**config.mk**
```make
export PLATFORM = sky130hd
export DESIGN_NAME = gpio_pin_bank
export DESIGN_NICKNAME = d
export VERILOG_FILES = /design/src/include/gpio_bank_pkg.sv /design/src/gpio_pin_bank.sv /design/src/gpio_reset_sync.sv /design/src/gpio_pin_cell.sv
export SDC_FILE = /design/constraint.sdc
export NUM_CORES = 1
export LEC_CHECK = 0
export BUFFER_PORTS_ARGS = -buffer_cell sky130_fd_sc_hd__buf_2
export CAP_MARGIN = 10
export CORE_MARGIN = 1.5
export CORE_UTILIZATION = 55
export CTS_CLUSTER_DIAMETER = 200
export CTS_CLUSTER_SIZE = 30
export DETAILED_ROUTE_END_ITERATION = 10
export GPL_TIMING_DRIVEN = 0
export PLACE_DENSITY = 0.8
export SYNTH_ARGS = -nofsm -noshare
export SYNTH_HDL_FRONTEND = slang
export SYNTH_SLANG_ARGS = --single-unit
export TNS_END_PERCENT = 100
```
**constraint.sdc**
```tcl
create_clock -name clock -period 3.4 [get_ports clock]
set_input_delay 0.34 -clock clock [delete_from_list [all_inputs] [get_ports clock]]
set_output_delay 0.34 -clock clock [all_outputs]
set_load 0.02 [all_outputs]
```
**src/include/gpio_bank_pkg.sv**
```systemverilog
// Purpose: shared constants and types for the gpio pin bank
// Assumes: 8-bit register port, byte offsets as printed
// Notes: offsets at 0x60 and above belong to this block's own extra registers
package gpio_bank_pkg;

    // register offsets
    localparam logic [7:0] OFS_P56_CFG = 8'h45;
    localparam logic [7:0] OFS_P57_CFG = 8'h46;
    localparam logic [7:0] OFS_P60_CFG = 8'h47;
    localparam logic [7:0] OFS_P61_CFG = 8'h48;
    localparam logic [7:0] OFS_P1_DATA = 8'h4b;
    localparam logic [7:0] OFS_P2_DATA = 8'h4c;
    localparam logic [7:0] OFS_P3_DATA = 8'h4d;
    localparam logic [7:0] OFS_P4_DATA = 8'h4e;
    localparam logic [7:0] OFS_P1_DIR = 8'h60;
    localparam logic [7:0] OFS_P2_DIR = 8'h61;
    localparam logic [7:0] OFS_P3_DIR = 8'h62;
    localparam logic [7:0] OFS_P4_DIR = 8'h63;
    localparam logic [7:0] OFS_CPIN_DATA = 8'h64;
    localparam logic [7:0] OFS_IRQ_STAT = 8'h65;
    localparam logic [7:0] OFS_IRQ_MASK = 8'h66;

    // reset values and writable masks
    localparam logic [7:0] CFG_RESET = 8'h01;
    localparam logic [7:0] CFG_WMASK = 8'h8f;
    localparam logic [7:0] DATA_RESET = 8'h00;
    localparam logic [7:0] DIR_RESET = 8'hff;
    localparam logic [7:0] P2_WMASK = 8'hf7;
    localparam logic [7:0] P4_WMASK = 8'h0f;
    localparam logic [3:0] CPIN_RESET = 4'h0;
    localparam logic [1:0] STAT_RESET = 2'h0;
    localparam logic [7:0] ZERO_BYTE = 8'h00;

    // field positions
    localparam int P2_HOLE_BIT = 3;
    localparam int P3_MAIN_BIT = 3;
    localparam int CP_56 = 0;
    localparam int CP_57 = 1;
    localparam int CP_60 = 2;
    localparam int CP_61 = 3;
    localparam int STAT_SRC4 = 0;
    localparam int STAT_SRC5 = 1;
    localparam int GP_PINS = 28;

    // function select codes
    localparam logic [1:0] FUNC_GPIO = 2'h0;
    localparam logic [1:0] FUNC_LED = 2'h1;
    localparam logic [1:0] FUNC_ALT = 2'h2;

    // configuration byte layout, msb first
    typedef struct packed {
        logic open_drain;
        logic [2:0] rsvd;
        logic [1:0] func;
        logic invert;
        logic is_input;
    } pin_cfg_type;

    // one register port request
    typedef struct packed {
        logic [7:0] addr;
        logic [7:0] wdata;
        logic wr;
        logic rd;
    } reg_req_type;

endpackage

```
**src/gpio_pin_bank.sv**
```systemverilog
// Purpose: configuration and data registers for a bank of gpio pins
// Assumes: pins and register port synchronous to clock
// Notes: reset_n is the standby power reset, main_reset covers main power and hard reset
`timescale 1ns/1ps
module gpio_pin_bank (
    // clock and resets
    input wire logic clock,
    input wire logic reset_n,
    input wire logic main_reset,
    // register port
    input wire logic [7:0] reg_addr,
    input wire logic [7:0] reg_wdata,
    input wire logic reg_wr,
    input wire logic reg_rd,
    output logic [7:0] reg_rdata,
    // port one to four pads
    input wire logic [7:0] p1_in,
    output logic [7:0] p1_out,
    output logic [7:0] p1_oe,
    input wire logic [7:0] p2_in,
    output logic [7:0] p2_out,
    output logic [7:0] p2_oe,
    input wire logic [7:0] p3_in,
    output logic [7:0] p3_out,
    output logic [7:0] p3_oe,
    input wire logic [3:0] p4_in,
    output logic [3:0] p4_out,
    output logic [3:0] p4_oe,
    // configurable pads: 5.6, 5.7, 6.0, 6.1
    input wire logic [3:0] cp_in,
    output logic [3:0] cp_out,
    output logic [3:0] cp_oe,
    // led sources
    input wire logic first_led_drive,
    input wire logic second_led_drive,
    // interrupt outputs
    output logic irq11_out,
    output logic irq15_out,
    output logic irq
);
    logic rst_n; // synchronised standby reset
    gpio_bank_pkg::reg_req_type req; // bundled request
    gpio_bank_pkg::pin_cfg_type cfg_q [4]; // configurable pin setup
    logic [7:0] p1_q, p2_q, p3_q, p4_q; // port data
    logic [7:0] d1_q, d2_q, d3_q, d4_q; // port directions, one is input
    logic [3:0] cp_q; // data for configurable pins
    logic [1:0] stat_q, mask_q; // sticky edge events and their mask
    logic [1:0] prev_q; // last level of 6.0 and 6.1
    logic irq11_q, irq15_q;
    logic [7:0] rdata_q;

    // reset release
    gpio_reset_sync u_sync (
        .clock(clock),
        .reset_n(reset_n),
        .rst_n(rst_n)
    );

    assign req = '{addr: reg_addr, wdata: reg_wdata, wr: reg_wr, rd: reg_rd};

    // readback of one bit: inputs show the pin, outputs the stored bit
    function automatic logic [7:0] readback(input logic [7:0] dir, input logic [7:0] lvl,
                                            input logic [7:0] stored);
        readback = (dir & lvl) | (~dir & stored);
    endfunction

    // write decode
    wire wr_p1 = req.wr && req.addr == gpio_bank_pkg::OFS_P1_DATA;
    wire wr_p2 = req.wr && req.addr == gpio_bank_pkg::OFS_P2_DATA;
    wire wr_p3 = req.wr && req.addr == gpio_bank_pkg::OFS_P3_DATA;
    wire wr_p4 = req.wr && req.addr == gpio_bank_pkg::OFS_P4_DATA;
    wire wr_d1 = req.wr && req.addr == gpio_bank_pkg::OFS_P1_DIR;
    wire wr_d2 = req.wr && req.addr == gpio_bank_pkg::OFS_P2_DIR;
    wire wr_d3 = req.wr && req.addr == gpio_bank_pkg::OFS_P3_DIR;
    wire wr_d4 = req.wr && req.addr == gpio_bank_pkg::OFS_P4_DIR;
    wire wr_cp = req.wr && req.addr == gpio_bank_pkg::OFS_CPIN_DATA;
    wire wr_st = req.wr && req.addr == gpio_bank_pkg::OFS_IRQ_STAT;
    wire wr_mk = req.wr && req.addr == gpio_bank_pkg::OFS_IRQ_MASK;
    wire [3:0] wr_cfg = {req.wr && req.addr == gpio_bank_pkg::OFS_P61_CFG,
                         req.wr && req.addr == gpio_bank_pkg::OFS_P60_CFG,
                         req.wr && req.addr == gpio_bank_pkg::OFS_P57_CFG,
                         req.wr && req.addr == gpio_bank_pkg::OFS_P56_CFG};

    // flattened plain ports; the reserved port two bit is forced input
    localparam logic [7:0] P2_HOLE = ~gpio_bank_pkg::P2_WMASK;
    wire [gpio_bank_pkg::GP_PINS-1:0] gp_dir = {d4_q[3:0], d3_q, d2_q | P2_HOLE, d1_q};
    wire [gpio_bank_pkg::GP_PINS-1:0] gp_data = {p4_q[3:0], p3_q, p2_q, p1_q};
    wire [gpio_bank_pkg::GP_PINS-1:0] gp_in = {p4_in, p3_in, p2_in, p1_in};
    logic [gpio_bank_pkg::GP_PINS-1:0] gp_out, gp_oe, gp_lvl;

    // plain port pins are push-pull with no inversion
    for (genvar i = 0; i < gpio_bank_pkg::GP_PINS; i++) begin : g_plain
        gpio_pin_cell u_cell (
            .is_input(gp_dir[i]),
            .invert(1'b0),
            .open_drain(1'b0),
            .out_value(gp_data[i]),
            .pin_in(gp_in[i]),
            .pin_out(gp_out[i]),
            .pin_oe(gp_oe[i]),
            .level(gp_lvl[i])
        );
    end

    assign p1_out = gp_out[7:0];
    assign p1_oe = gp_oe[7:0];
    assign p2_out = gp_out[15:8] & gpio_bank_pkg::P2_WMASK;
    assign p2_oe = gp_oe[15:8];
    assign p3_out = gp_out[23:16];
    assign p3_oe = gp_oe[23:16];
    assign p4_out = gp_out[27:24];
    assign p4_oe = gp_oe[27:24];

    // configurable pins: alternate irq inputs force the pad to input
    wire [3:0] cp_alt = {cfg_q[3].func == gpio_bank_pkg::FUNC_ALT,
                         cfg_q[2].func == gpio_bank_pkg::FUNC_ALT,
                         cfg_q[1].func == gpio_bank_pkg::FUNC_ALT,
                         cfg_q[0].func == gpio_bank_pkg::FUNC_ALT};
    // led select exists only on 6.0 and 6.1; on 5.x code 01 acts as gpio
    wire first_led_drive_sel = cfg_q[gpio_bank_pkg::CP_60].func == gpio_bank_pkg::FUNC_LED;
    wire second_led_drive_sel = cfg_q[gpio_bank_pkg::CP_61].func == gpio_bank_pkg::FUNC_LED;
    wire [3:0] cp_val = {second_led_drive_sel ? second_led_drive : cp_q[3],
                         first_led_drive_sel ? first_led_drive : cp_q[2], cp_q[1], cp_q[0]};
    logic [3:0] cp_lvl;
    logic [3:0] cp_dir;

    for (genvar i = 0; i < 4; i++) begin : g_conf
        assign cp_dir[i] = cfg_q[i].is_input | cp_alt[i];
        gpio_pin_cell u_cell (
            .is_input(cp_dir[i]),
            .invert(cfg_q[i].invert),
            .open_drain(cfg_q[i].open_drain),
            .out_value(cp_val[i]),
            .pin_in(cp_in[i]),
            .pin_out(cp_out[i]),
            .pin_oe(cp_oe[i]),
            .level(cp_lvl[i])
        );

        // configuration byte, reserved bits stay zero
        always_ff @(posedge clock or negedge rst_n) begin
            if (!rst_n) begin
                cfg_q[i] <= gpio_bank_pkg::CFG_RESET;
            end else if (wr_cfg[i]) begin
                cfg_q[i] <= req.wdata & gpio_bank_pkg::CFG_WMASK;
            end
        end
    end

    // either-edge detection on the polarity adjusted level
    wire edge4 = cp_alt[gpio_bank_pkg::CP_60] && (cp_lvl[2] != prev_q[0]);
    wire edge5 = cp_alt[gpio_bank_pkg::CP_61] && (cp_lvl[3] != prev_q[1]);
    // a new event beats a clear in the same cycle
    wire [1:0] st_clr = wr_st ? req.wdata[1:0] : 2'b00;
    wire [1:0] stat_d = (stat_q & ~st_clr) | {edge5, edge4};

    // port three bit three also drops on main power or hard reset
    wire [7:0] p3_wr = wr_p3 ? req.wdata : p3_q;
    wire [7:0] p3_d = main_reset ? p3_wr & ~(8'h01 << gpio_bank_pkg::P3_MAIN_BIT) : p3_wr;

    // port data registers, all clear on standby reset
    always_ff @(posedge clock or negedge rst_n) begin
        if (!rst_n) begin
            p1_q <= gpio_bank_pkg::DATA_RESET;
            p2_q <= gpio_bank_pkg::DATA_RESET;
            p3_q <= gpio_bank_pkg::DATA_RESET;
            p4_q <= gpio_bank_pkg::DATA_RESET;
        end else begin
            if (wr_p1) p1_q <= req.wdata;
            if (wr_p2) p2_q <= req.wdata & gpio_bank_pkg::P2_WMASK;
            p3_q <= p3_d;
            if (wr_p4) p4_q <= req.wdata & gpio_bank_pkg::P4_WMASK;
        end
    end

    // direction registers, every pin starts as an input so nothing fights the board
    always_ff @(posedge clock or negedge rst_n) begin
        if (!rst_n) begin
            d1_q <= gpio_bank_pkg::DIR_RESET;
            d2_q <= gpio_bank_pkg::DIR_RESET;
            d3_q <= gpio_bank_pkg::DIR_RESET;
            d4_q <= gpio_bank_pkg::DIR_RESET;
        end else begin
            if (wr_d1) d1_q <= req.wdata;
            if (wr_d2) d2_q <= req.wdata;
            if (wr_d3) d3_q <= req.wdata;
            if (wr_d4) d4_q <= req.wdata;
        end
    end

    // configurable pin data, interrupt status and mask
    always_ff @(posedge clock or negedge rst_n) begin
        if (!rst_n) begin
            cp_q <= gpio_bank_pkg::CPIN_RESET;
            stat_q <= gpio_bank_pkg::STAT_RESET;
            mask_q <= gpio_bank_pkg::STAT_RESET;
            prev_q <= gpio_bank_pkg::STAT_RESET;
        end else begin
            if (wr_cp) cp_q <= req.wdata[3:0];
            if (wr_mk) mask_q <= req.wdata[1:0];
            stat_q <= stat_d;
            prev_q <= cp_lvl[3:2];
        end
    end

    // irq routing is registered so the lines never glitch
    always_ff @(posedge clock or negedge rst_n) begin
        if (!rst_n) begin
            irq11_q <= 1'b0;
            irq15_q <= 1'b0;
        end else begin
            irq11_q <= cp_alt[gpio_bank_pkg::CP_56] && cp_lvl[0];
            irq15_q <= cp_alt[gpio_bank_pkg::CP_57] && cp_lvl[1];
        end
    end

    assign irq11_out = irq11_q;
    assign irq15_out = irq15_q;
    assign irq = |(stat_q & mask_q);

    // readback values
    wire [7:0] rb_p1 = readback(d1_q, p1_in, p1_q);
    wire [7:0] rb_p2 = readback(d2_q, p2_in, p2_q) & gpio_bank_pkg::P2_WMASK;
    wire [7:0] rb_p3 = readback(d3_q, p3_in, p3_q);
    wire [7:0] rb_p4 = readback(d4_q, {4'h0, p4_in}, p4_q) & gpio_bank_pkg::P4_WMASK;
    wire [7:0] rb_cp = readback({4'h0, cp_dir}, {4'h0, cp_lvl}, {4'h0, cp_q});
    wire [7:0] rd_mux =
        req.addr == gpio_bank_pkg::OFS_P56_CFG ? cfg_q[0] :
        req.addr == gpio_bank_pkg::OFS_P57_CFG ? cfg_q[1] :
        req.addr == gpio_bank_pkg::OFS_P60_CFG ? cfg_q[2] :
        req.addr == gpio_bank_pkg::OFS_P61_CFG ? cfg_q[3] :
        req.addr == gpio_bank_pkg::OFS_P1_DATA ? rb_p1 :
        req.addr == gpio_bank_pkg::OFS_P2_DATA ? rb_p2 :
        req.addr == gpio_bank_pkg::OFS_P3_DATA ? rb_p3 :
        req.addr == gpio_bank_pkg::OFS_P4_DATA ? rb_p4 :
        req.addr == gpio_bank_pkg::OFS_P1_DIR ? d1_q :
        req.addr == gpio_bank_pkg::OFS_P2_DIR ? d2_q :
        req.addr == gpio_bank_pkg::OFS_P3_DIR ? d3_q :
        req.addr == gpio_bank_pkg::OFS_P4_DIR ? d4_q :
        req.addr == gpio_bank_pkg::OFS_CPIN_DATA ? rb_cp :
        req.addr == gpio_bank_pkg::OFS_IRQ_STAT ? {6'h00, stat_q} :
        req.addr == gpio_bank_pkg::OFS_IRQ_MASK ? {6'h00, mask_q} :
        gpio_bank_pkg::ZERO_BYTE;

    // read data stands for exactly the cycle after the strobe
    always_ff @(posedge clock or negedge rst_n) begin
        if (!rst_n) begin
            rdata_q <= gpio_bank_pkg::ZERO_BYTE;
        end else begin
            rdata_q <= req.rd ? rd_mux : gpio_bank_pkg::ZERO_BYTE;
        end
    end

    assign reg_rdata = rdata_q;
endmodule

```
**src/gpio_reset_sync.sv**
```systemverilog
// Purpose: release an async active-low reset through two flops
// Assumes: single clock domain
// Notes: assertion is immediate, release takes two edges
`timescale 1ns/1ps
module gpio_reset_sync (
    // clock and raw reset
    input wire logic clock,
    input wire logic reset_n,
    // synchronised reset
    output logic rst_n
);
    logic stage_q; // first stage, read only by the second

    // shift in a one after release so release is glitch free
    always_ff @(posedge clock or negedge reset_n) begin
        if (!reset_n) begin
            stage_q <= 1'b0;
            rst_n <= 1'b0;
        end else begin
            stage_q <= 1'b1;
            rst_n <= stage_q;
        end
    end
endmodule

```
**src/gpio_pin_cell.sv**
```systemverilog
// Purpose: one pin's direction, polarity and driver type
// Assumes: pin_in is already synchronous to the clock
// Notes: purely combinational, the caller registers what it needs
`timescale 1ns/1ps
module gpio_pin_cell (
    // configuration
    input wire logic is_input,
    input wire logic invert,
    input wire logic open_drain,
    // value to present before polarity
    input wire logic out_value,
    // pad
    input wire logic pin_in,
    output logic pin_out,
    output logic pin_oe,
    // polarity adjusted pin level
    output logic level
);
    logic drive_value; // value after polarity

    assign drive_value = out_value ^ invert;
    // open drain never drives a one, it lets the board pull up
    assign pin_out = open_drain ? 1'b0 : drive_value;
    assign pin_oe = !is_input && (!open_drain || !drive_value);
    assign level = pin_in ^ invert;
endmodule

```
Yosys cells after proc, flatten, opt, wreduce, memory -nomap -nowiden

Cells that the tools add are included.

Memories kept: 0
Output and inout bits: 75
Input port bits: 55
Register bits: 101
Bits in read-only memories: 0
Logic and storage cells: 186
Bits in latches: 0
RAM bits: 0

Div/mod/pow operators: 0
Bitwise logic cells: 36
Shifts and indexed selects: 0
Reduce and logical (&&, ||, !) cells: 68
Muxes and demuxes: 25
Magnitude comparators: 0
$mul: 0
Eq/ne operators: 23
Add/subtract/negate cells: 0

Operators by type and width:

| operator                                      | count |
|---|---|
| == test 8 x 7 -> 1 bit, second input constant | 15 |
| two-way mux 8 bit                             | 15 |
| bitwise AND 8 bit                             | 6 |
| zero test 1 bit                               | 39 |
| inverter 8 bit                                | 3 |
| OR 8 bit                                      | 3 |
| logical AND 1 bit                             | 23 |
| bitwise AND 4 bit                             | 3 |
| bitwise AND 8 x 4 -> 8 bit                    | 1 |
| == test 2 bit, second input constant          | 4 |
| inverter 4 -> 8 bit                           | 1 |
| OR 4 x 8 -> 8 bit                             | 1 |
| XOR 1 bit                                     | 8 |
| two-way mux 1 bit                             | 6 |
| two-way mux 2 bit                             | 3 |
| bitwise AND 2 bit                             | 2 |
| == test 2 x 1 -> 1 bit, second input constant | 2 |
| logical OR 1 bit                              | 4 |
| two-way mux 4 bit                             | 1 |
| inverter 4 bit                                | 1 |
| OR 1 bit                                      | 4 |
| OR 4 bit                                      | 1 |
| != test 1 bit                                 | 2 |
| inverter 2 bit                                | 1 |
| 3 further kinds                               | 3 |

Longest topological paths before layout

Gate-level depths: netlist of the first run.

Depth after elaboration: 19
Gate-level depth with buffers: 8
Depth with buffers taken out: 6

By module

Synthesis of the first run repeated with hierarchy kept, for this count alone.

Cell total of the unflattened synthesis: 604
Area, all modules: 6527.5 µm²

Modules (own cells, without submodules):

| module          | instances | sequential area each (µm²) | cells each | area an instance (µm²) |
|---|---|---|---|---|
| gpio_pin_bank   | 1         | 2522.4                     | 473        | 5472.7 |
| gpio_pin_cell   | 32        | 0.0                        | 4          | 31.3 |
| gpio_reset_sync | 1         | 50.0                       | 3          | 53.8 |

Worst setup path before layout of the first run

Ideal clock, no wire load.

Path kind: input port to flip-flop
From: in reg_addr[0]
To: reg rdata_q[3], in the netlist reg_rdata[3]
Stages on the path: 7
Arrival: 1.673 ns
Path slack: 1.606 ns
Library setup time: 0.122 ns
Data required time: 3.278 ns
Path buffers: 2
Cells stage by stage: buf_2 -> or2_2 -> buf_2 -> or3_4 -> o221ai_2 -> nor2_1 -> a32o_1

Longest elaborated chain between the ends: 15
Elaborated cells between the ends (all ways): 27
Classes of those cells: eq/ne: 13; mux: 14

RTL lines:

| item                   | line                 | source |
|---|---|---|
| from (decl)            | gpio_pin_bank.sv:11  | `input wire logic [7:0] reg_addr,` |
| == test 8 x 7 -> 1 bit | gpio_pin_bank.sv:240 | `req.addr == gpio_bank_pkg::OFS_CPIN_DATA ? rb_cp :` |
| two-way mux 8 bit      | gpio_pin_bank.sv:240 |  |
| two-way mux 8 bit      | gpio_pin_bank.sv:239 | `req.addr == gpio_bank_pkg::OFS_P4_DIR ? d4_q :` |
| two-way mux 8 bit      | gpio_pin_bank.sv:238 | `req.addr == gpio_bank_pkg::OFS_P3_DIR ? d3_q :` |
| two-way mux 8 bit      | gpio_pin_bank.sv:237 | `req.addr == gpio_bank_pkg::OFS_P2_DIR ? d2_q :` |
| two-way mux 8 bit      | gpio_pin_bank.sv:236 | `req.addr == gpio_bank_pkg::OFS_P1_DIR ? d1_q :` |
| two-way mux 8 bit      | gpio_pin_bank.sv:235 | `req.addr == gpio_bank_pkg::OFS_P4_DATA ? rb_p4 :` |
| two-way mux 8 bit      | gpio_pin_bank.sv:234 | `req.addr == gpio_bank_pkg::OFS_P3_DATA ? rb_p3 :` |
| two-way mux 8 bit      | gpio_pin_bank.sv:233 | `req.addr == gpio_bank_pkg::OFS_P2_DATA ? rb_p2 :` |
| two-way mux 8 bit      | gpio_pin_bank.sv:232 | `req.addr == gpio_bank_pkg::OFS_P1_DATA ? rb_p1 :` |
| two-way mux 8 bit      | gpio_pin_bank.sv:231 | `req.addr == gpio_bank_pkg::OFS_P61_CFG ? cfg_q[3] :` |
| two-way mux 8 bit      | gpio_pin_bank.sv:230 | `req.addr == gpio_bank_pkg::OFS_P60_CFG ? cfg_q[2] :` |
| two-way mux 8 bit      | gpio_pin_bank.sv:229 | `req.addr == gpio_bank_pkg::OFS_P57_CFG ? cfg_q[1] :` |
| two-way mux 8 bit (*)  | gpio_pin_bank.sv:228 | `req.addr == gpio_bank_pkg::OFS_P56_CFG ? cfg_q[0] :` |
| two-way mux 8 bit (*)  | gpio_pin_bank.sv:250 | `rdata_q <= req.rd ? rd_mux : gpio_bank_pkg::ZERO_BYTE;` |
| to (signal assigned)   | gpio_pin_bank.sv:248 | `rdata_q <= gpio_bank_pkg::ZERO_BYTE;` |
| to (signal assigned)   | gpio_pin_bank.sv:250 |  |
| to (decl)              | gpio_pin_bank.sv:50  | `logic [7:0] rdata_q;` |

Every way passes the cells marked *; elsewhere a longest branch is shown, timed or not.
A chain may end at the register's enable or synchronous reset.

Worst setup path after layout of the first run

From: reg cfg_q[10] (netlist bit)
To: out cp_oe[2]

Longest elaborated chain between the ends: 6
Elaborated cells between the ends (all ways): 9
Classes of those cells: eq/ne: 2; mux: 1; bitwise: 2; reduce/logical: 4

RTL lines:

| item                              | line                 | source |
|---|---|---|
| from (decl)                       | gpio_pin_bank.sv:43  | `gpio_bank_pkg::pin_cfg_type cfg_q [4];` |
| from (signal, indexed assignment) | gpio_pin_bank.sv:143 | `cfg_q[i] <= gpio_bank_pkg::CFG_RESET;` |
| from (signal, indexed assignment) | gpio_pin_bank.sv:145 | `cfg_q[i] <= req.wdata & gpio_bank_pkg::CFG_WMASK;` |
| == test 2 x 1 -> 1 bit            | gpio_pin_bank.sv:120 | `wire first_led_drive_sel = cfg_q[gpio_bank_pkg::CP_60].func == gpio_bank_pkg::FUNC_LED;` |
| two-way mux 1 bit                 | gpio_pin_bank.sv:123 | `first_led_drive_sel ? first_led_drive : cp_q[2], cp_q[1], cp_q[0]};` |
| XOR 1 bit                         | gpio_pin_cell.sv:21  | `assign drive_value = out_value ^ invert;` |
| zero test 1 bit                   | gpio_pin_cell.sv:24  | `assign pin_oe = !is_input && (!open_drain \|\| !drive_value);` |
| logical OR 1 bit                  | gpio_pin_cell.sv:24  |  |
| logical AND 1 bit (*)             | gpio_pin_cell.sv:24  |  |
| to (decl)                         | gpio_pin_bank.sv:32  | `output logic [3:0] cp_oe,` |

Marked as above.

==> reports/qor_table.md, run 1 <==
| Quantity | Reported |
|---|---|
| Outcome | complete, no violations |
| IR drop worst, VDD | 244 µV |
| Core Area | 10,800 µm² |
| Part of the total power dissipated in sequential elements | 0.514 |
| Worst path top cell family by delay | flip-flops |
| Area growth from synthesis to layout | 17.3% |
| Total I/O pin count | 130 |
| Setup slack on the worst flop-to-flop path | 1.53 ns |
| Detailed-route via count | 4,746 |
| Clock latency at the later pin of the worst-skew pair | 0.38 ns |
| Diode insertion count for antenna repair | 0 |
| Wire length of the first global-routing pass | 25,900 µm |
| Cell Area, Synth | 6050 µm² |
| Overall die area | 11,600 µm² |
| Clock buffer count from CTS | 9 |
| Routability Congestion | 0.944 |
| Antenna violations before repair | 0 |
| RSZ-0062 raised after global routing | false |
| Syn Inst Count | 551 |
| Post-layout net count | 745 |
| First-pass DRT Iterations | 5 |
| CP arrival | 1.86 ns |
| Final Slew Violations | 0 |
| # resized after CTS | 0 |
| Row Count | 38 |
| Max H-tree Level | 3 |
| Period utilization | 0.648 |
| Starting density of the core | 0.561 |
| Clock slew at the register clock pins of the worst setup and hold paths | 0.10 ns |
| Critical Path Slowest Stage Cell | sky130_fd_sc_hd__dfrtp_1 |
| Min Clock Period, post-route | 2.20 ns |
| Type of destination of the critical path | output pin |
| Part of the Yosys area used for sequential elements | 0.425 |
| Delay contributed by the slowest stage of the critical path | 0.49 ns |
| Highest clock rate | 0.454 GHz |
| Critical path required time | 3.06 ns |
| Critical Setup Path Class | flop to output pin |
| Number of storage elements in the synthesis netlist | 101 |
| Total of endpoints with negative setup slack in the final report | 0 |
| Largest buffer count on any clock path | 2 |
| HP Class | primary input to flop |
| Slew at the pin closest to its max-slew limit | 0.821 ns |
| Vias in the first global route | 4,643 |
| Startpoint type of the worst setup path | flop |
| Reported leakage power | 3.33 nW |
| Final-report hold violation count | 0 |
| Wirelength per Cell | 20.5 µm |
| Number of sinks on the clock net | 101 |
| Predominant post-synthesis flop cell | sky130_fd_sc_hd__dfrtp_1 |
| Total of max-cap violations | 0 |
| Clock network fraction of design power | 0.303 |
| Layout cell share with drive strength beyond 1 | 0.548 |
| Maximum fanout encountered on the critical timing path | 5 |
| Number of synthesized flops with an enable pin | 0 |
| Standard cell area after detailed placement | 6880 µm² |
| Largest net degree at the start of global routing | 56 |
| Critical Path, Cell by Cell | nor2b_1 -> mux2i_1 -> xnor2_1 -> o21a_1 -> buf_4 -> buf_2 |
| Detailed-route vias per instance | 5.68 |
| Detailed Route Iter0 Violations | 341 |
| Ys Warns | 0 |
| DRC viols | 0 |
| Antenna viol nets, final | 0 |
| Buffers on Ports | 125 |
| Number of post-CTS setup repair buffers | 0 |
| Die boundary width | 108 µm |
| Root Buffer Master | sky130_fd_sc_hd__clkbuf_8 |
| TritonCTS clock tree | yes |
| Pint | 1.87 mW |
| Async S/R FF share, synth | 1.00 |
| Post-cts hold buffer count | 1 |
| Post-route cell area | 7100 µm² |
| Combinational share of power | 0.183 |
| Overflow left after global routing | 0 |
| Distinct cell type count of the synthesized netlist | 66 |
| Global-route total usage across every layer | 0.304 |
| Sw power | 0.783 mW |
| Post-synthesis area per instance | 11.0 µm² |
| Ratio of total power to cell area | 374 nW/µm² |
| Buf+Inv Stages, Crit Path | 2 |
| Setup Total Neg Slack | 0 ns |
| Switching power share of the total | 0.295 |
| Wire length reported by the detailed router | 17,100 µm |
| Height of the die | 108 µm |
| Final Skew | 0.0128 ns |
| Hpwl dp | 12,700 µm |
| Max-slew headroom | 0.450 |
layout make-up:
type | count | area, µm²
Fill cell | 868 | 3700
Multi-Input combinational cell | 329 | 2740
Sequential cell | 101 | 2580
Timing Repair Buffer | 127 | 656
Buffer | 89 | 614
Tap cell | 140 | 175
Clock buffer | 10 | 138
Inverter | 33 | 124
Clock inverter | 6 | 70.1
cell usage in the layout (no fill, tap or decap), types with 8 or more instances in the layout:
cell	synthesis	layout
sky130_fd_sc_hd__nand2_1	19	19
sky130_fd_sc_hd__o21ai_0	21	21
sky130_fd_sc_hd__buf_4	66	66
sky130_fd_sc_hd__nor2_1	24	24
sky130_fd_sc_hd__nor2b_1	15	15
sky130_fd_sc_hd__buf_2	13	138
sky130_fd_sc_hd__dfstp_2	36	36
sky130_fd_sc_hd__clkbuf_8	0	10
sky130_fd_sc_hd__mux2_4	8	8
sky130_fd_sc_hd__mux2_2	79	79
sky130_fd_sc_hd__mux2i_1	20	20
sky130_fd_sc_hd__a21oi_1	23	23
sky130_fd_sc_hd__dfrtp_1	65	64
sky130_fd_sc_hd__inv_1	32	32
cells by family (layout without fill, tap and decap cells):
| kind of cell | count (synthesis) | in the layout | share of synthesized area |
|---|---|---|---|
| and+or+nand+nor | 106 | 106 | 0.104 |
| xor gates and xnor gates | 10 | 10 | 0.0145 |
| AOI/OAI and AO/OA | 96 | 96 | 0.112 |
| DFF | 101 | 101 | 0.425 |
| muxes | 114 | 114 | 0.220 |
| buffers and inverters | 122 | 265 | 0.122 |
| other | 2 | 3 | 0.00124 |
sequential cells by signal (all words and copies together) (netlist names), 7 cells and up:
register,cells
d3_q,8
d1_q,8
cfg_q,20
d4_q,8
d2_q,8
p1_q,8
p2_q,7
reg_rdata,8
p3_q,8
final timing paths:
path,start,end,cells past startpoint
max,cfg_q[10],cp_oe[2],6
min,main_reset,p3_q[3],2
max reg2reg,cfg_q[11],reg_rdata[2],6
min reg2reg,u_sync.stage_q,u_sync.rst_n,0
max in group asynchronous,u_sync.rst_n,cfg_q[0],1
min in group asynchronous,reset_n,u_sync.rst_n,2
worst register-to-register path, stage by stage, from the launching register on:
cell	delay, ns
sky130_fd_sc_hd__dfrtp_1	0.45
sky130_fd_sc_hd__nor2b_1	0.19
sky130_fd_sc_hd__nor2_1	0.14
sky130_fd_sc_hd__nor2_1	0.06
sky130_fd_sc_hd__nor4b_1	0.57
sky130_fd_sc_hd__o22ai_1	0.15
sky130_fd_sc_hd__a31oi_1	0.23
through the flow:
step | setup slack (ns) | std cells | util | hold slack, ns | power [mW]
finish | 1.20 | 835 | 0.657 | 0.0998 | 2.66
detailed placement | 0.914 | 818 | 0.637 | 0.128 | 1.86
global placement | -0.584 | 817 | 0.635 | 0.124 | 1.85
global route | 1.12 | 835 | 0.657 | 0.107 | 2.76
floorplan | 0.441 | 552 | - | 0.0444 | 1.69
CTS | 1.18 | 835 | 0.657 | 0.102 | 2.66
cell usage after synthesis, types with 4 or more instances:
master | number | area share
sky130_fd_sc_hd__mux2_2 | 79 | 0.15
sky130_fd_sc_hd__buf_4 | 66 | 0.082
sky130_fd_sc_hd__dfrtp_1 | 65 | 0.27
sky130_fd_sc_hd__dfstp_2 | 36 | 0.16
sky130_fd_sc_hd__inv_1 | 32 | 0.020
sky130_fd_sc_hd__nor2_1 | 24 | 0.015
sky130_fd_sc_hd__a21oi_1 | 23 | 0.019
sky130_fd_sc_hd__o21ai_0 | 21 | 0.017
sky130_fd_sc_hd__mux2i_1 | 20 | 0.033
sky130_fd_sc_hd__nand2_1 | 19 | 0.012
sky130_fd_sc_hd__nor2b_1 | 15 | 0.016
sky130_fd_sc_hd__buf_2 | 13 | 0.011
sky130_fd_sc_hd__mux2_4 | 8 | 0.020
sky130_fd_sc_hd__a211oi_1 | 7 | 0.0087
sky130_fd_sc_hd__clkbuf_1 | 7 | 0.0043
sky130_fd_sc_hd__nor3_1 | 7 | 0.0058
sky130_fd_sc_hd__o22ai_1 | 7 | 0.0072
sky130_fd_sc_hd__nand3_2 | 6 | 0.0099
sky130_fd_sc_hd__nand3_1 | 5 | 0.0041
sky130_fd_sc_hd__xnor2_1 | 5 | 0.0072
sky130_fd_sc_hd__xor2_1 | 5 | 0.0072
sky130_fd_sc_hd__a22o_1 | 4 | 0.0058
sky130_fd_sc_hd__mux4_2 | 4 | 0.015
metal layers:
metal / part of all wire / vias to the layer above / global-route usage
met5: 0 / - / 0
met4: 0.022 / 0 / 0.103
met3: 0.080 / 28 / 0.0490
met2: 0.47 / 240 / 0.489
met1: 0.43 / 2316 / 0.418
li1: - / 2162 / -
power by group through the flow:
stage	combinational [mW]	clock (mW)	sequential, mW
finish	0.486	0.805	1.36
global route	0.521	0.860	1.38
CTS	0.484	0.813	1.36
detailed placement	0.481	0	1.38
global placement	0.461	0	1.39
floorplan	0.321	0	1.37
(Power assumes the default switching activity.)
==> inputs of run 2 (changes only) <==
Clock period 3.4 ns to 2.2 ns, I/O delays scaled along.
==> reports/qor_table.md, run 2 (same netlist as run 1, synthesis figures left out) <==
| Quantity | Reported |
|---|---|
| R2r endpoint | reg_rdata[3] |
| CP arrival | 1.85 ns |
| Final Skew | 0.0144 ns |
| Layer with the highest usage | met2 |
| Wire length of the first global-routing pass | 26,200 µm |
| IR drop worst, VDD | 360 µV |
| Met3 usage | 0.0315 |
| Core Area | 10,800 µm² |
| Setup slack on the worst flop-to-flop path | 0.36 ns |
| Routability Congestion | 0.944 |
| Clock buffer count from CTS | 9 |
| Critical path required time | 1.98 ns |
| Slew at the pin closest to its max-slew limit | 0.760 ns |
| Worst min-delay path endpoint | prev_q[0] |
| Detailed-route via count | 4,757 |
| Vias in the first global route | 4,664 |
| # resized after CTS | 0 |
| Period utilization | 0.943 |
| Largest buffer count on any clock path | 2 |
| Number of sinks on the clock net | 101 |
| TritonCTS clock tree | yes |
| Total of max-cap violations | 0 |
| First-pass DRT Iterations | 5 |
| Highest clock rate | 0.482 GHz |
| Min Clock Period, post-route | 2.07 ns |
| Setup Total Neg Slack | 0 ns |
| DRC viols | 0 |
| Largest net degree at the start of global routing | 53 |
| Antenna viol nets, final | 0 |
| Detailed Route Iter0 Violations | 332 |
| Overflow left after global routing | 0 |
| Worst Hold Path Cells | 2 |
| Final cell utilization of the core | 0.657 |
| Flip-flop count of the largest register after layout | 20 |
| Total I/O pin count | 130 |
| Number of post-CTS setup repair buffers | 0 |
| Antenna violations before repair | 0 |
| Post-route cell area | 7100 µm² |
| Area growth from synthesis to layout | 17.3% |
| Startpoint type of the worst setup path | flop |
| Root Buffer Master | sky130_fd_sc_hd__clkbuf_8 |
| Ratio of total power to cell area | 568 nW/µm² |
| Startpoint of the worst register-to-register path | d1_q[3] |
| Highest-count cells in the layout ignoring fill and taps | 138 x sky130_fd_sc_hd__buf_2, 79 x sky130_fd_sc_hd__mux2_2, 66 x sky130_fd_sc_hd__buf_4, 64 x sky130_fd_sc_hd__dfrtp_1, 36 x sky130_fd_sc_hd__dfstp_2 |
| Buffers on Ports | 125 |
| Wirelength per Cell | 20.2 µm |
| Final Slew Violations | 0 |
| Hpwl dp | 12,700 µm |
| Type of destination of the critical path | output pin |
| Worst reg2reg path depth | 6 |
| Post-layout net count | 746 |
| Row Count | 38 |
| RSZ-0062 raised after global routing | false |
| Final worst slack | 0.126 ns |
| Critical Setup Path Class | flop to output pin |
| Most common cell after layout, fill and taps aside | sky130_fd_sc_hd__buf_2 |
| Clock latency at the later pin of the worst-skew pair | 0.38 ns |
| Standard cell area after detailed placement | 6890 µm² |
| Overall die area | 11,600 µm² |
| Wire length reported by the detailed router | 16,900 µm |
| Layout cell share with drive strength beyond 1 | 0.543 |
| Detailed-route vias per instance | 5.69 |
| Max H-tree Level | 3 |
| Max-slew headroom | 0.493 |
| HP Class | primary input to flop |
| Height of the die | 108 µm |
| Final-report hold violation count | 0 |
| Worst setup slack before clock tree synthesis | -0.0994 ns |
| Worst Min Path Start | cp_in[2] |
| Global-route total usage across every layer | 0.308 |
| Fraction of met2 tracks used by global routing | 0.482 |
| Starting density of the core | 0.561 |
| Register name with the most flops | cfg_q |
| Total of endpoints with negative setup slack in the final report | 0 |
| Reported leakage power | 3.32 nW |
| Die boundary width | 108 µm |
| Maximum fanout encountered on the critical timing path | 5 |
| Met1 layer usage reported by global route | 0.447 |
| Clock slew at the register clock pins of the worst setup and hold paths | 0.10 ns |
| Hold WS | 0.0748 ns |
| Outcome | complete, no violations |
| Diode insertion count for antenna repair | 0 |
run 2: how the worst max path moves through the flow:
stage                     start      endpoint  slack (ns)
CTS                   cfg_q[10]      cp_oe[2]        0.12
detailed placement  reg_addr[1]  reg_rdata[1]        -0.1
global route           cfg_q[3]      cp_oe[3]        0.03
finish                cfg_q[10]      cp_oe[2]        0.13
global placement    reg_addr[1]  reg_rdata[1]       -0.13
floorplan           reg_addr[0]  reg_rdata[3]        0.53
run 2: area by class of cell:
type | instances | area [µm²]
buffer | 89 | 614
clock buffer | 11 | 131
clock inverter | 5 | 58.8
fill | 871 | 3700
inverter | 33 | 124
multi-input combinational | 329 | 2740
sequential | 101 | 2580
tap | 140 | 175
timing repair buffer | 128 | 673
run 2: metal layers:
layer,vias up,wire length (µm)
li1,2162,-
met1,2379,7610
met2,192,7980
met3,24,963
met4,0,373
met5,-,0
run 2: where the power goes:
group / internal, mW / total [mW] / switching (mW) / leakage, nW
clock network: 0.530 / 1.17 / 0.641 / 0.0916
logic: 0.348 / 0.755 / 0.407 / 1.99
registers: 1.99 / 2.11 / 0.122 / 1.24
total: 2.86 / 4.03 / 1.17 / 3.32
run 2: stage by stage:
stage | power [mW] | instances
floorplan | 2.61 | 552
global placement | 2.86 | 817
detailed placement | 2.88 | 818
CTS | 4.05 | 836
global route | 4.20 | 836
finish | 4.03 | 836
run 2: what timing repair did:
| action | CTS | global route |
|---|---|---|
| setup endpoints to repair | 0 | 0 |
| hold endpoints to repair | 3 | 0 |
| hold buffers | 2 | 0 |
run 2: critical path, stage by stage (launching register included):
cell	delay (ns)
sky130_fd_sc_hd__dfrtp_1	0.49
sky130_fd_sc_hd__nor2b_1	0.20
sky130_fd_sc_hd__mux2i_1	0.23
sky130_fd_sc_hd__xnor2_1	0.17
sky130_fd_sc_hd__o21a_1	0.15
sky130_fd_sc_hd__buf_4	0.10
sky130_fd_sc_hd__buf_2	0.15
